File: src/design/tcit_pkg.sv
// package: register map, field layout and encodings of the interval timer
package tcit_pkg;
   localparam logic [7:0] tcit_ch0_count_port = 8'h40;
   localparam logic [7:0] tcit_ch1_count_port = 8'h41;
   localparam logic [7:0] tcit_ch2_count_port = 8'h42;
   localparam logic [7:0] tcit_mode_command = 8'h43;
   localparam logic [7:0] tcit_sys_control_port = 8'h61;
   localparam int tcit_sel_hi = 7;
   localparam int tcit_sel_lo = 6;
   localparam int tcit_acc_hi = 5;
   localparam int tcit_acc_lo = 4;
   localparam int tcit_mode_hi = 3;
   localparam int tcit_mode_lo = 1;
   localparam int tcit_bcd_bit = 0;
   localparam int tcit_rb_latch_count_n = 5;
   localparam int tcit_rb_latch_status_n = 4;
   localparam int tcit_rb_sel_ch0 = 1;
   localparam int tcit_ch2_gate_bit = 0;
   localparam int tcit_ch2_out_bit = 5;
   localparam logic [1:0] tcit_sel_readback = 2'h3;
   localparam logic [1:0] tcit_acc_latch = 2'h0;
   localparam logic [1:0] tcit_acc_low = 2'h1;
   localparam logic [1:0] tcit_acc_high = 2'h2;
   localparam logic [1:0] tcit_acc_both = 2'h3;
   localparam logic [2:0] tcit_mode0 = 3'h0;
   localparam logic [2:0] tcit_mode1 = 3'h1;
   localparam logic [2:0] tcit_mode2 = 3'h2;
   localparam logic [2:0] tcit_mode3 = 3'h3;
   localparam logic [2:0] tcit_mode4 = 3'h4;
   localparam logic [2:0] tcit_mode5 = 3'h5;
   localparam logic [7:0] tcit_status_reset = 8'h00;
   localparam logic [7:0] tcit_mode_reset = 8'h00;
endpackage

File: src/design/tcit_channel.sv
// one timer channel: control word, count load, counting and output
`timescale 1ns/1ps
module tcit_channel
   import tcit_pkg::*;
(
   // clock and reset
   input wire logic clock,
   input wire logic rst_n,
   // control from the port decoder
   input wire logic mode_wr,
   input wire logic [7:0] mode_data,
   input wire logic count_wr,
   input wire logic [7:0] count_data,
   input wire logic count_rd,
   input wire logic latch_count,
   input wire logic latch_status,
   input wire logic gate,
   // results
   output logic [7:0] read_data,
   output logic out
);
   typedef struct packed {
      logic [1:0] access;
      logic [2:0] mode;
      logic bcd;
      logic [15:0] initial_count;
      logic [15:0] counter;
      logic null_count;
      logic load_pending;
      logic armed;
      logic counting;
      logic out;
      logic write_msb;
      logic read_msb;
      logic [15:0] latched;
      logic [1:0] latched_left;
      logic [7:0] status;
      logic status_valid;
      logic gate_q;
      logic [7:0] read_data;
   } tcit_chan_s;

   tcit_chan_s r;
   tcit_chan_s n;
   logic [15:0] dec_result;
   logic [1:0] dec_step;
   logic [2:0] eff_mode;
   logic gate_rise;

   tcit_decrement u_dec (
      .value(r.counter),
      .step(dec_step),
      .bcd(r.bcd),
      .result(dec_result)
   );

   always_comb begin
      eff_mode = (r.mode[1]) ? {1'b0, r.mode[1:0]} : r.mode;
      gate_rise = gate && !r.gate_q;
      dec_step = 2'h0;
      if (r.counting && gate && eff_mode != tcit_mode1 &&
          eff_mode != tcit_mode5) begin
         dec_step = (eff_mode == tcit_mode3) ? 2'h2 : 2'h1;
      end else if (r.counting &&
                   (eff_mode == tcit_mode1 || eff_mode == tcit_mode5)) begin
         dec_step = 2'h1;
      end
   end

   always_comb begin
      n = r;
      n.gate_q = gate;
      if (mode_wr) begin
         n.access = mode_data[tcit_acc_hi:tcit_acc_lo];
         n.mode = mode_data[tcit_mode_hi:tcit_mode_lo];
         n.bcd = mode_data[tcit_bcd_bit];
         n.counter = 16'h0000;
         n.initial_count = 16'h0000;
         n.counting = 1'b0;
         n.armed = 1'b0;
         n.load_pending = 1'b0;
         n.null_count = 1'b1;
         n.write_msb = 1'b0;
         n.read_msb = 1'b0;
         n.latched_left = 2'h0;
         n.status_valid = 1'b0;
         n.out = (mode_data[tcit_mode_hi:tcit_mode_lo] != tcit_mode0);
      end else begin
         if (count_wr) begin
            case (r.access)
               tcit_acc_low: begin
                  n.initial_count = {8'h00, count_data};
                  n.load_pending = 1'b1;
               end
               tcit_acc_high: begin
                  n.initial_count = {count_data, 8'h00};
                  n.load_pending = 1'b1;
               end
               tcit_acc_both: begin
                  if (!r.write_msb) begin
                     n.initial_count[7:0] = count_data;
                  end else begin
                     n.initial_count[15:8] = count_data;
                     n.load_pending = 1'b1;
                  end
                  n.write_msb = !r.write_msb;
               end
               default: begin
               end
            endcase
            n.null_count = 1'b1;
            if (eff_mode == tcit_mode0) begin
               n.out = 1'b0;
            end
         end
         // counting
         if (dec_step != 2'h0) begin
            n.counter = dec_result;
            case (eff_mode)
               tcit_mode0: begin
                  if (dec_result == 16'h0000) begin
                     n.out = 1'b1;
                     n.counting = 1'b0;
                  end
               end
               tcit_mode1: begin
                  if (dec_result == 16'h0000) begin
                     n.out = 1'b1;
                     n.counting = 1'b0;
                  end
               end
               tcit_mode2: begin
                  n.out = (dec_result != 16'h0001);
                  if (r.counter == 16'h0001) begin
                     n.counter = r.initial_count;
                  end
               end
               tcit_mode3: begin
                  if (r.counter == 16'h0002 || r.counter == 16'h0001) begin
                     n.out = !r.out;
                     n.counter = r.initial_count;
                  end
               end
               default: begin
                  if (dec_result == 16'h0000) begin
                     n.out = 1'b0;
                     n.counting = 1'b0;
                  end
               end
            endcase
         end else if ((eff_mode == tcit_mode4 || eff_mode == tcit_mode5) &&
                      !r.out) begin
            n.out = 1'b1;
         end
         // transfer of the written count into the counting element; in modes 1 and 5 this only arms for the gate edge
         if (r.load_pending && !count_wr) begin
            n.load_pending = 1'b0;
            n.null_count = 1'b0;
            if (eff_mode == tcit_mode1 || eff_mode == tcit_mode5) begin
               n.armed = 1'b1;
            end else begin
               n.counter = r.initial_count;
               n.counting = 1'b1;
               if (eff_mode == tcit_mode2 || eff_mode == tcit_mode3 ||
                   eff_mode == tcit_mode4) begin
                  n.out = 1'b1;
               end
            end
         end
         if (gate_rise && (r.armed || r.counting) &&
             (eff_mode == tcit_mode1 || eff_mode == tcit_mode5)) begin
            n.counter = r.initial_count;
            // null flag is left alone here: a count write in this cycle wins
            n.counting = 1'b1;
            if (eff_mode == tcit_mode1) begin
               n.out = 1'b0;
            end
         end
         // read side
         if (count_rd) begin
            if (r.status_valid) begin
               n.status_valid = 1'b0;
            end else if (r.latched_left != 2'h0) begin
               n.latched_left = r.latched_left - 2'h1;
               n.latched = {8'h00, r.latched[15:8]};
            end else if (r.access == tcit_acc_both) begin
               n.read_msb = !r.read_msb;
            end
         end
         if (latch_status && !r.status_valid) begin
            n.status = {r.out, r.null_count, r.access, r.mode, r.bcd};
            n.status_valid = 1'b1;
         end
         if (latch_count && r.latched_left == 2'h0) begin
            case (r.access)
               tcit_acc_high: n.latched = {8'h00, r.counter[15:8]};
               default: n.latched = r.counter;
            endcase
            n.latched_left = (r.access == tcit_acc_both) ? 2'h2 : 2'h1;
         end
      end
      // data returned to the host, registered
      if (n.status_valid) begin
         n.read_data = n.status;
      end else if (n.latched_left != 2'h0) begin
         n.read_data = n.latched[7:0];
      end else if (n.access == tcit_acc_high ||
                   (n.access == tcit_acc_both && n.read_msb)) begin
         n.read_data = n.counter[15:8];
      end else begin
         n.read_data = n.counter[7:0];
      end
   end

   always_ff @(posedge clock or negedge rst_n) begin
      if (!rst_n) begin
         r <= '0;
      end else begin
         r <= n;
      end
   end

   assign read_data = r.read_data;
   assign out = r.out;

   a_mode_null: assert property (
      @(posedge clock) disable iff (!rst_n)
      mode_wr |=> r.null_count) else $error("null flag not set");
   a_load_clear: assert property (
      @(posedge clock) disable iff (!rst_n)
      (r.load_pending && !count_wr && !mode_wr) |=> !r.null_count)
      else $error("null flag not cleared");
   a_write_null: assert property (
      @(posedge clock) disable iff (!rst_n)
      (count_wr && !mode_wr) |=> r.null_count)
      else $error("null flag not set by count write");
   a_mode0_low: assert property (
      @(posedge clock) disable iff (!rst_n)
      (count_wr && !mode_wr && eff_mode == tcit_mode0 && dec_step == 2'h0)
      |=> !out) else $error("mode 0 output not low");
   a_mode_out: assert property (
      @(posedge clock) disable iff (!rst_n)
      mode_wr |=> out == ($past(mode_data[tcit_mode_hi:tcit_mode_lo]) !=
      tcit_mode0)) else $error("output not reset by mode write");
   a_mode2_pulse: assert property (
      @(posedge clock) disable iff (!rst_n)
      (eff_mode == tcit_mode2 && !out && gate && r.counting && !mode_wr)
      |=> out) else $error("mode 2 low pulse too long");
   a_single_byte: assert property (
      @(posedge clock) disable iff (!rst_n)
      (count_wr && !mode_wr && r.access == tcit_acc_low)
      |=> r.initial_count[15:8] == 8'h00)
      else $error("other byte not cleared");
   a_mode4_strobe: assert property (
      @(posedge clock) disable iff (!rst_n)
      (eff_mode == tcit_mode4 && !out && !mode_wr && !count_wr) |=> out)
      else $error("mode 4 strobe longer than one clock");
   a_latch_hold: assert property (
      @(posedge clock) disable iff (!rst_n)
      (r.latched_left != 2'h0 && !count_rd && !mode_wr)
      |=> $stable(r.latched)) else $error("latch overwritten");
   a_status_first: assert property (
      @(posedge clock) disable iff (!rst_n)
      (r.status_valid && !mode_wr) |-> read_data == r.status)
      else $error("status not returned first");
endmodule

File: src/design/tcit_decrement.sv
// decrementer: one or two steps down in binary or four-digit bcd, zero wraps to max
`timescale 1ns/1ps
module tcit_decrement
   import tcit_pkg::*;
(
   // operand
   input wire logic [15:0] value,
   input wire logic [1:0] step,
   input wire logic bcd,
   // result
   output logic [15:0] result
);
   logic [15:0] once;
   logic [15:0] twice;

   function automatic logic [15:0] dec1(input logic [15:0] v,
                                        input logic b);
      logic [15:0] r;
      logic borrow;
      r = v;
      borrow = 1'b1;
      if (!b) begin
         r = v - 16'h0001;
      end else begin
         for (int i = 0; i < 4; i++) begin
            if (borrow) begin
               if (v[i*4 +: 4] == 4'h0) begin
                  r[i*4 +: 4] = 4'h9;
               end else begin
                  r[i*4 +: 4] = v[i*4 +: 4] - 4'h1;
                  borrow = 1'b0;
               end
            end
         end
      end
      return r;
   endfunction

   always_comb begin
      once = dec1(value, bcd);
      twice = dec1(once, bcd);
      result = (step == 2'h2) ? twice : ((step == 2'h1) ? once : value);
   end
endmodule

File: src/design/tcit_timer.sv
// three-channel interval timer with byte-wide port decoder
`timescale 1ns/1ps
module tcit_timer
   import tcit_pkg::*;
(
   // clock and reset
   input wire logic clock,
   input wire logic rst_n,
   // host i/o port access
   input wire logic [7:0] io_addr,
   input wire logic io_wr,
   input wire logic io_rd,
   input wire logic [7:0] io_wdata,
   output logic [7:0] io_rdata,
   // timer outputs
   output logic [2:0] timer_out
);
   typedef struct packed {
      logic ch2_gate_control;
      logic [7:0] rdata;
   } tcit_top_s;

   tcit_top_s r;
   tcit_top_s n;
   logic [2:0] gate;
   logic [2:0] mode_wr;
   logic [2:0] count_wr;
   logic [2:0] count_rd;
   logic [2:0] latch_count;
   logic [2:0] latch_status;
   logic [7:0] ch_rdata [3];
   logic cmd_wr;
   logic readback;
   logic [1:0] sel;

   always_comb begin
      cmd_wr = io_wr && io_addr == tcit_mode_command;
      sel = io_wdata[tcit_sel_hi:tcit_sel_lo];
      readback = cmd_wr && sel == tcit_sel_readback;
      gate = {r.ch2_gate_control, 1'b1, 1'b1};
   end

   generate
      for (genvar c = 0; c < 3; c++) begin : g_chan
         always_comb begin
            mode_wr[c] = cmd_wr && !readback && sel == 2'(c) &&
               io_wdata[tcit_acc_hi:tcit_acc_lo] != tcit_acc_latch;
            latch_count[c] = (cmd_wr && !readback && sel == 2'(c) &&
               io_wdata[tcit_acc_hi:tcit_acc_lo] == tcit_acc_latch) ||
               (readback && io_wdata[tcit_rb_sel_ch0 + c] &&
               !io_wdata[tcit_rb_latch_count_n]);
            latch_status[c] = readback && io_wdata[tcit_rb_sel_ch0 + c] &&
               !io_wdata[tcit_rb_latch_status_n];
            count_wr[c] = io_wr && io_addr == tcit_ch0_count_port + 8'(c);
            count_rd[c] = io_rd && io_addr == tcit_ch0_count_port + 8'(c);
         end
         tcit_channel u_chan (
            .clock(clock),
            .rst_n(rst_n),
            .mode_wr(mode_wr[c]),
            .mode_data(io_wdata),
            .count_wr(count_wr[c]),
            .count_data(io_wdata),
            .count_rd(count_rd[c]),
            .latch_count(latch_count[c]),
            .latch_status(latch_status[c]),
            .gate(gate[c]),
            .read_data(ch_rdata[c]),
            .out(timer_out[c])
         );
      end
   endgenerate

   always_comb begin
      n = r;
      if (io_wr && io_addr == tcit_sys_control_port) begin
         n.ch2_gate_control = io_wdata[tcit_ch2_gate_bit];
      end
      case (io_addr)
         tcit_ch0_count_port: n.rdata = ch_rdata[0];
         tcit_ch1_count_port: n.rdata = ch_rdata[1];
         tcit_ch2_count_port: n.rdata = ch_rdata[2];
         tcit_sys_control_port: begin
            n.rdata = 8'h00;
            n.rdata[tcit_ch2_out_bit] = timer_out[2];
            n.rdata[tcit_ch2_gate_bit] = r.ch2_gate_control;
         end
         default: n.rdata = 8'h00;
      endcase
   end

   always_ff @(posedge clock or negedge rst_n) begin
      if (!rst_n) begin
         r <= '0;
      end else begin
         r <= n;
      end
   end

   assign io_rdata = r.rdata;

   a_readback_prio: assert property (
      @(posedge clock) disable iff (!rst_n)
      readback |-> mode_wr == 3'h0 && ((latch_count | latch_status) &
      ~io_wdata[tcit_rb_sel_ch0 + 2:tcit_rb_sel_ch0]) == 3'h0)
      else $error("read-back touched an unselected channel");
   a_gate_follow: assert property (
      @(posedge clock) disable iff (!rst_n)
      (io_wr && io_addr == tcit_sys_control_port)
      |=> gate[2] == $past(io_wdata[tcit_ch2_gate_bit]))
      else $error("gate not updated");
endmodule

File: config.mk
export PLATFORM = sky130hd
export DESIGN_NAME = tcit_timer
export DESIGN_NICKNAME = d
export VERILOG_FILES = /design/src/design/tcit_pkg.sv /design/src/design/tcit_channel.sv /design/src/design/tcit_decrement.sv /design/src/design/tcit_timer.sv
export SDC_FILE = /design/constraint.sdc
export NUM_CORES = 1
export LEC_CHECK = 0
export ABC_AREA = 1
export BUFFER_PORTS_ARGS = -buffer_cell sky130_fd_sc_hd__buf_2
export CORE_MARGIN = 8
export CORE_UTILIZATION = 58
export DETAILED_ROUTE_END_ITERATION = 8
export PLACE_DENSITY = 0.74
export SYNTH_ARGS = -nofsm -noshare
export SYNTH_HDL_FRONTEND = slang
export SYNTH_SLANG_ARGS = --single-unit
File: constraint.sdc
create_clock -name clock -period 9.7 [get_ports clock]
set_clock_uncertainty 0.2 [all_clocks]
set_input_delay 0.485 -clock clock [delete_from_list [all_inputs] [get_ports clock]]
set_output_delay 0.485 -clock clock [all_outputs]
set_load 0.01 [all_outputs]
======== Word level (Yosys, flattened, before mapping) ========
Index checks and enable logic that the tools add are counted.
word-level totals
  register bits after elaboration ......... 251
  bits in latches ......................... 0
  memory bits (writable) .................. 0
  bits in read-only memories .............. 0
  input port bits ......................... 20
  logic and storage cells ................. 634
  memories ................................ 0
cells by class
  add/sub/neg operators ................... 33
  $mul .................................... 0
  div/mod/pow operators ................... 0
  magnitude comparators ................... 0
  equality and inequality tests ........... 71
  shift-type cells ........................ 0
  multiplexer cells ....................... 262
  bitwise logic cells ..................... 3
  reductions and logical operators ........ 204
operator list
  kind                                                  count
  two-way mux 16 bit                                    33
  two-way mux 4 bit                                     42
  two-way mux 8 bit                                     21
  case mux 16 bit (3 select lines)                      3
  two-way mux 39 bit                                    3
  two-way mux 19 bit                                    6
  two-way mux 18 bit                                    6
  zero test 4 bit                                       24
  case mux 16 bit (2 select lines)                      3
  subtractor 16 x 1 -> 16 bit, second input constant    6
  subtractor 4 x 1 -> 4 bit, second input constant      24
  two-way mux 1 bit                                     93
  two-way mux 21 bit                                    3
  logical AND 1 bit                                     60
  two-way mux 2 bit                                     30
  nonzero test 2 bit                                    28
  equality test 16 x 1 -> 1 bit, second input constant  3
  equality test 16 x 2 -> 1 bit, second input constant  3
  zero test 16 bit                                      3
  != test 16 x 1 -> 1 bit, second input constant        3
  equality test 8 x 7 -> 1 bit, second input constant   5
  equality test 2 bit, second input constant            17
  case mux 8 bit (4 select lines)                       1
  two-way mux 9 bit                                     3
  25 further kinds                                      150

======== Depth between registers and ports, before layout ========
  depth after elaboration ................. 34
  depth in mapped cells ................... 28
  gate-level depth less buffers ........... 28

======== Modules after synthesis ========
Synthesis repeated with hierarchy kept, for this count alone.
second synthesis, totals
  cell total of the unflattened synthesis .. 3,041
  area total of the unflattened synthesis .. 19,885.3 µm²
modules (own cells, without submodules)
  module                                        instances  cells each  area an instance (µm²)  sequential area each (µm²)
  tcit_channel at g_chan[1].u_chan ...          2          631         4,599.4                 2,026.9
  tcit_channel at g_chan[0].u_chan              1          572         4,371.7                 2,026.9
  tcit_decrement at g_chan[0].u_chan.u_dec ...  2          363         1,876.8                 0.0
  tcit_decrement at g_chan[2].u_chan.u_dec      1          371         1,831.8                 0.0
  tcit_timer                                    1          110         729.4                   225.2

======== Worst setup path after synthesis ========
OpenSTA, ideal clock, no wires.
  path kind ............................... register to register
  start ................................... register g_chan[2].u_chan.r[43] (netlist name)
  end ..................................... register g_chan[2].u_chan.r (netlist bit g_chan[2].u_chan.out)
  arrival ................................. 2.717 ns
  setup slack ............................. 6.666 ns
  cell stages (with the launch flop) ...... 26
  cells stage by stage .................... dfrtp_1 inv_1 ha_1 nand2_1 nor2_4 nand2_4 nand2_2 inv_2 nand2_1 nand2_1 nor2_1 nand3_1 nand2_1 nand3_1 nand3_1 nand2_1 nor2_1 nand2_1 nor2_2 nand3_2 a21oi_1 nand3_1 nand2_1 nand2_1 nand2_1 nand2_1
RTL lines
  element                   RTL line             text
  start: declaration        tcit_channel.sv:43   tcit_chan_s r;
  start signal: assignment  tcit_channel.sv:219  r <= n;

==> impl_metrics.csv <==
group,metric,value,unit
run_status,status,"complete, no violations",
route,detail_route.wirelength,67680,um
route,vias,20355,
global_routing,grt_start_max_net_pins,110,
yosys,syn-instance-count,2817,
setup_path,path_cells,"buf_4 -> inv_1 -> nand3_1 -> nand2_1 -> nand2_1 -> nand2_1 -> nand2_2 -> nor2_2 -> nand3_1 -> nor2_1 -> nand3_1 -> nand3_1 -> nand2_1 -> a221oi_1 -> o21ai_0 -> a21oi_1",
sta,slew_headroom,21.97,%
finish,num-nets-final,2846,
power_and_ir_drop,power-per-cell-area,236.6,nW/um^2
placement,place_inst,3178,
clock_network,postCtsSetupBuffers,0,
global_routing,grt_pass1_vias,18851,
yosys,synth_seq_cells,251,
floorplan,initial_utilization,58.61,%
finish,final_common_cell,"nand2_1",
clock_network,clockRootBuffer,"clkbuf_16",
clock_network,worst_setup_hold_path_clk_slew,0.07,ns
setup_path,crit_path_max_fanout,24,
clock_network,post_cts_resize_count,0,
sta,fmaxAchievable,243.1,MHz
placement,pre_cts_slack,5.455,ns
clock_network,cts_num_sinks,251,
yosys,yosys.cell_types.count,67,
finish,area_occupied_by_registers,6281,um^2
floorplan,std_cell_rows,65,
finish,layoutNonFillerInstCount,3227,
yosys,synth_top_flop_cell,"dfrtp_1",
floorplan,design.die.area,37670,um^2
floorplan,floorplan.core_area,31390,um^2
sta,tightest_slew,1.165,ns
route,drtPass1Iterations,8,
global_routing,initial_antenna_violation_count,0,
sta,finalHoldViolations,0,
yosys,post_synthesis_sequential_area_ratio,34.14,%
finish,syn2layout_area_growth,7.134,%
floorplan,die_height,194.1,um
setup_path,max_stage_delay,0.61,ns
finish,antenna_fix_cells,0,
clock_network,clk_path_buf_depth,3,
sta,final-max-slew-violation-count,0,
setup_path,critical_path.slowest_cell,"inv_1",
route,vias_per_cell,6.308,
clock_network,numCtsBuffers,26,
clock_network,hold_buf_cts,1,
finish,layout_common_cells,"nand2_1, inv_1, nor2_1",
yosys,postSynthAreaPerCell,6.531,um^2
min_path,min_path_type,"input pin to flop",
yosys,synth_nets,2858,
floorplan,die_width,194.1,um
yosys,netlist.top_cell.by_area,"dfrtp_1",
sta,grt_setup_unrepaired,"no",
route,route.antenna.remaining_nets,0,
finish,fillers,2968,
floorplan,pin_count,31,
clock_network,htreeDepth,1,
power_and_ir_drop,p_leak,9.896,nW
placement,place.port_buffers,30,
clock_network,clock_insertion_delay_worst_skew,0.54,ns
finish,multiInputGateArea,10360,um^2
sta,finalSetupViolCount,0,
sta,fin_crit_sh,42.42,%
yosys,netlist.area_leader.share,34.14,%
yosys,mappedNetlistArea,18400,um^2
sta,setup_ws,5.586,ns
yosys,async_reset_ff_share,100.0,%
setup_path,crit_arrival,4.34,ns
setup_path,cp_data_required_time,9.92,ns
setup_path,cp-start-kind,"flop",
sta,timing.setup.tns,0,ns
yosys,yosys_warnings,0,
power_and_ir_drop,irDropWorstVdd,0.0001482,V
setup_path,setup.worst_path.end_class,"flop",
job,max_cap_violation_count,0,
global_routing,first_pass_grt_wire_length,104900,um
route,drc_violation_total_after_the_first_tritonroute_iteration,2485,
global_routing,grt-ovfl-total,0,
global_routing,globalRouteTotalUtil,34.63,%
finish,layout-drive-gt1-share,7.115,%
placement,detailed_place_hpwl,51850,um
route,routedWlPerCell,20.97,um
yosys,synth-edff-count,0,
setup_path,rrSetupSlack,5.59,ns
clock_network,tritoncts,"yes",
placement,place.gp.congestion,1.089,
route,drc,0,
yosys,post_synth_main_area_contributors,"dfrtp_1, nand2_1, nand3_1, o21ai_0, inv_1",
setup_path,worst_setup_path_category,"flop to flop",
sta,final_period_minus_worst_setup_slack,4.114,ns
-- metal layers --
layer / vias up / part of all wire (%) / global-route usage [%]
li1: 9259 / - / -
met5: - / 0 / 0
met1: 9580 / 39 / 45.07
met4: 0 / 5.7 / 16.78
met2: 1273 / 46 / 56.52
met3: 243 / 9.6 / 4.478
-- synthesized netlist by cell type (all sizes together), types with 3 or more instances --
library cell,number
o2111ai,11
a211oi,7
nand3,277
o22ai,32
nor4,8
a311oi,3
xnor2,8
xor2,8
o21a,3
a31oi,11
o311ai,4
o221ai,6
nor3b,4
a22oi,7
nand4,38
a221oi,12
nand3b,6
nor2,317
dfrtp,251
clkbuf,50
o211ai,35
clkinv,6
ha,21
nand2,841
a21oi,116
inv,356
o21ai,282
o31ai,18
nor3,28
buf,31
-- final timing paths --
| check | from | cells after the start | endpoint |
|---|---|---|---|
| max | g_chan[1].u_chan.r[75] | 16 | g_chan[1].u_chan.read_data[2] |
| min in group asynchronous | rst_n | 2 | g_chan[0].u_chan.r[28] |
| min reg2reg | g_chan[0].u_chan.read_data[1] | 2 | io_rdata[1] |
| min | io_addr[0] | 4 | io_rdata[4] |
| max in group asynchronous | rst_n | 4 | g_chan[0].u_chan.r[12] |
| max reg2reg | g_chan[1].u_chan.r[75] | 16 | g_chan[1].u_chan.read_data[2] |
-- report_power, final --
part,internal [W],total (W),switching [W]
Clock,0.000662,0.00110,0.000437
Combinational,0.000600,0.00212,0.00152
Sequential,0.00117,0.00144,0.000269
-- state kept, by name, summed over array words and instances (netlist names) --
name,cells
g_chan.u_chan.read_data,24
io_rdata,8
g_chan.u_chan.out,3
gate,1
g_chan.u_chan.r,215
-- final cells by class --
class,count,share of cell area [%]
Clock buffer,32,3.618
Clock inverter,16,1.232
Inverter,362,6.894
Multi-Input combinational cell,2122,52.56
Sequential cell,251,31.87
Tap cell,402,2.552
Timing Repair Buffer,42,1.282
-- worst max-delay path, delay by kind of cell (launching register included) --
kind,cells,cell delay (ns)
AO/OA/AOI/OAI,3,0.98
buffers and inverters,2,0.84
flip-flops,1,0.36
AND/OR/NAND/NOR,11,1.61
-- kinds of logic (layout without fill, tap and decap cells) --
group           after synthesis  in the layout  share of synthesized area (%)
simple gates               1522           1522                          36.22
compound gates              562            562                          17.81
buf+inv                     444            452                          9.576
flops                       251            251                          34.14
fa+ha+maj                    21             21                          1.428
xor+xnor                     16             16                         0.8025
other cells                   1              1                        0.02038
-- through the flow --
step	cell area [um^2]	hold slack (ns)	util, %	total power, W
after floorplan	18400	-0.01059	-	0.002784
after global placement	18740	0.2520	59.71	0.003463
after detailed placement	18740	0.2496	59.71	0.003472
after CTS	19710	0.1189	62.79	0.004573
after global routing	19710	0.1581	62.79	0.004905
final	19710	0.1400	62.79	0.004664
Note: power is estimated with default switching activity, not from simulation.
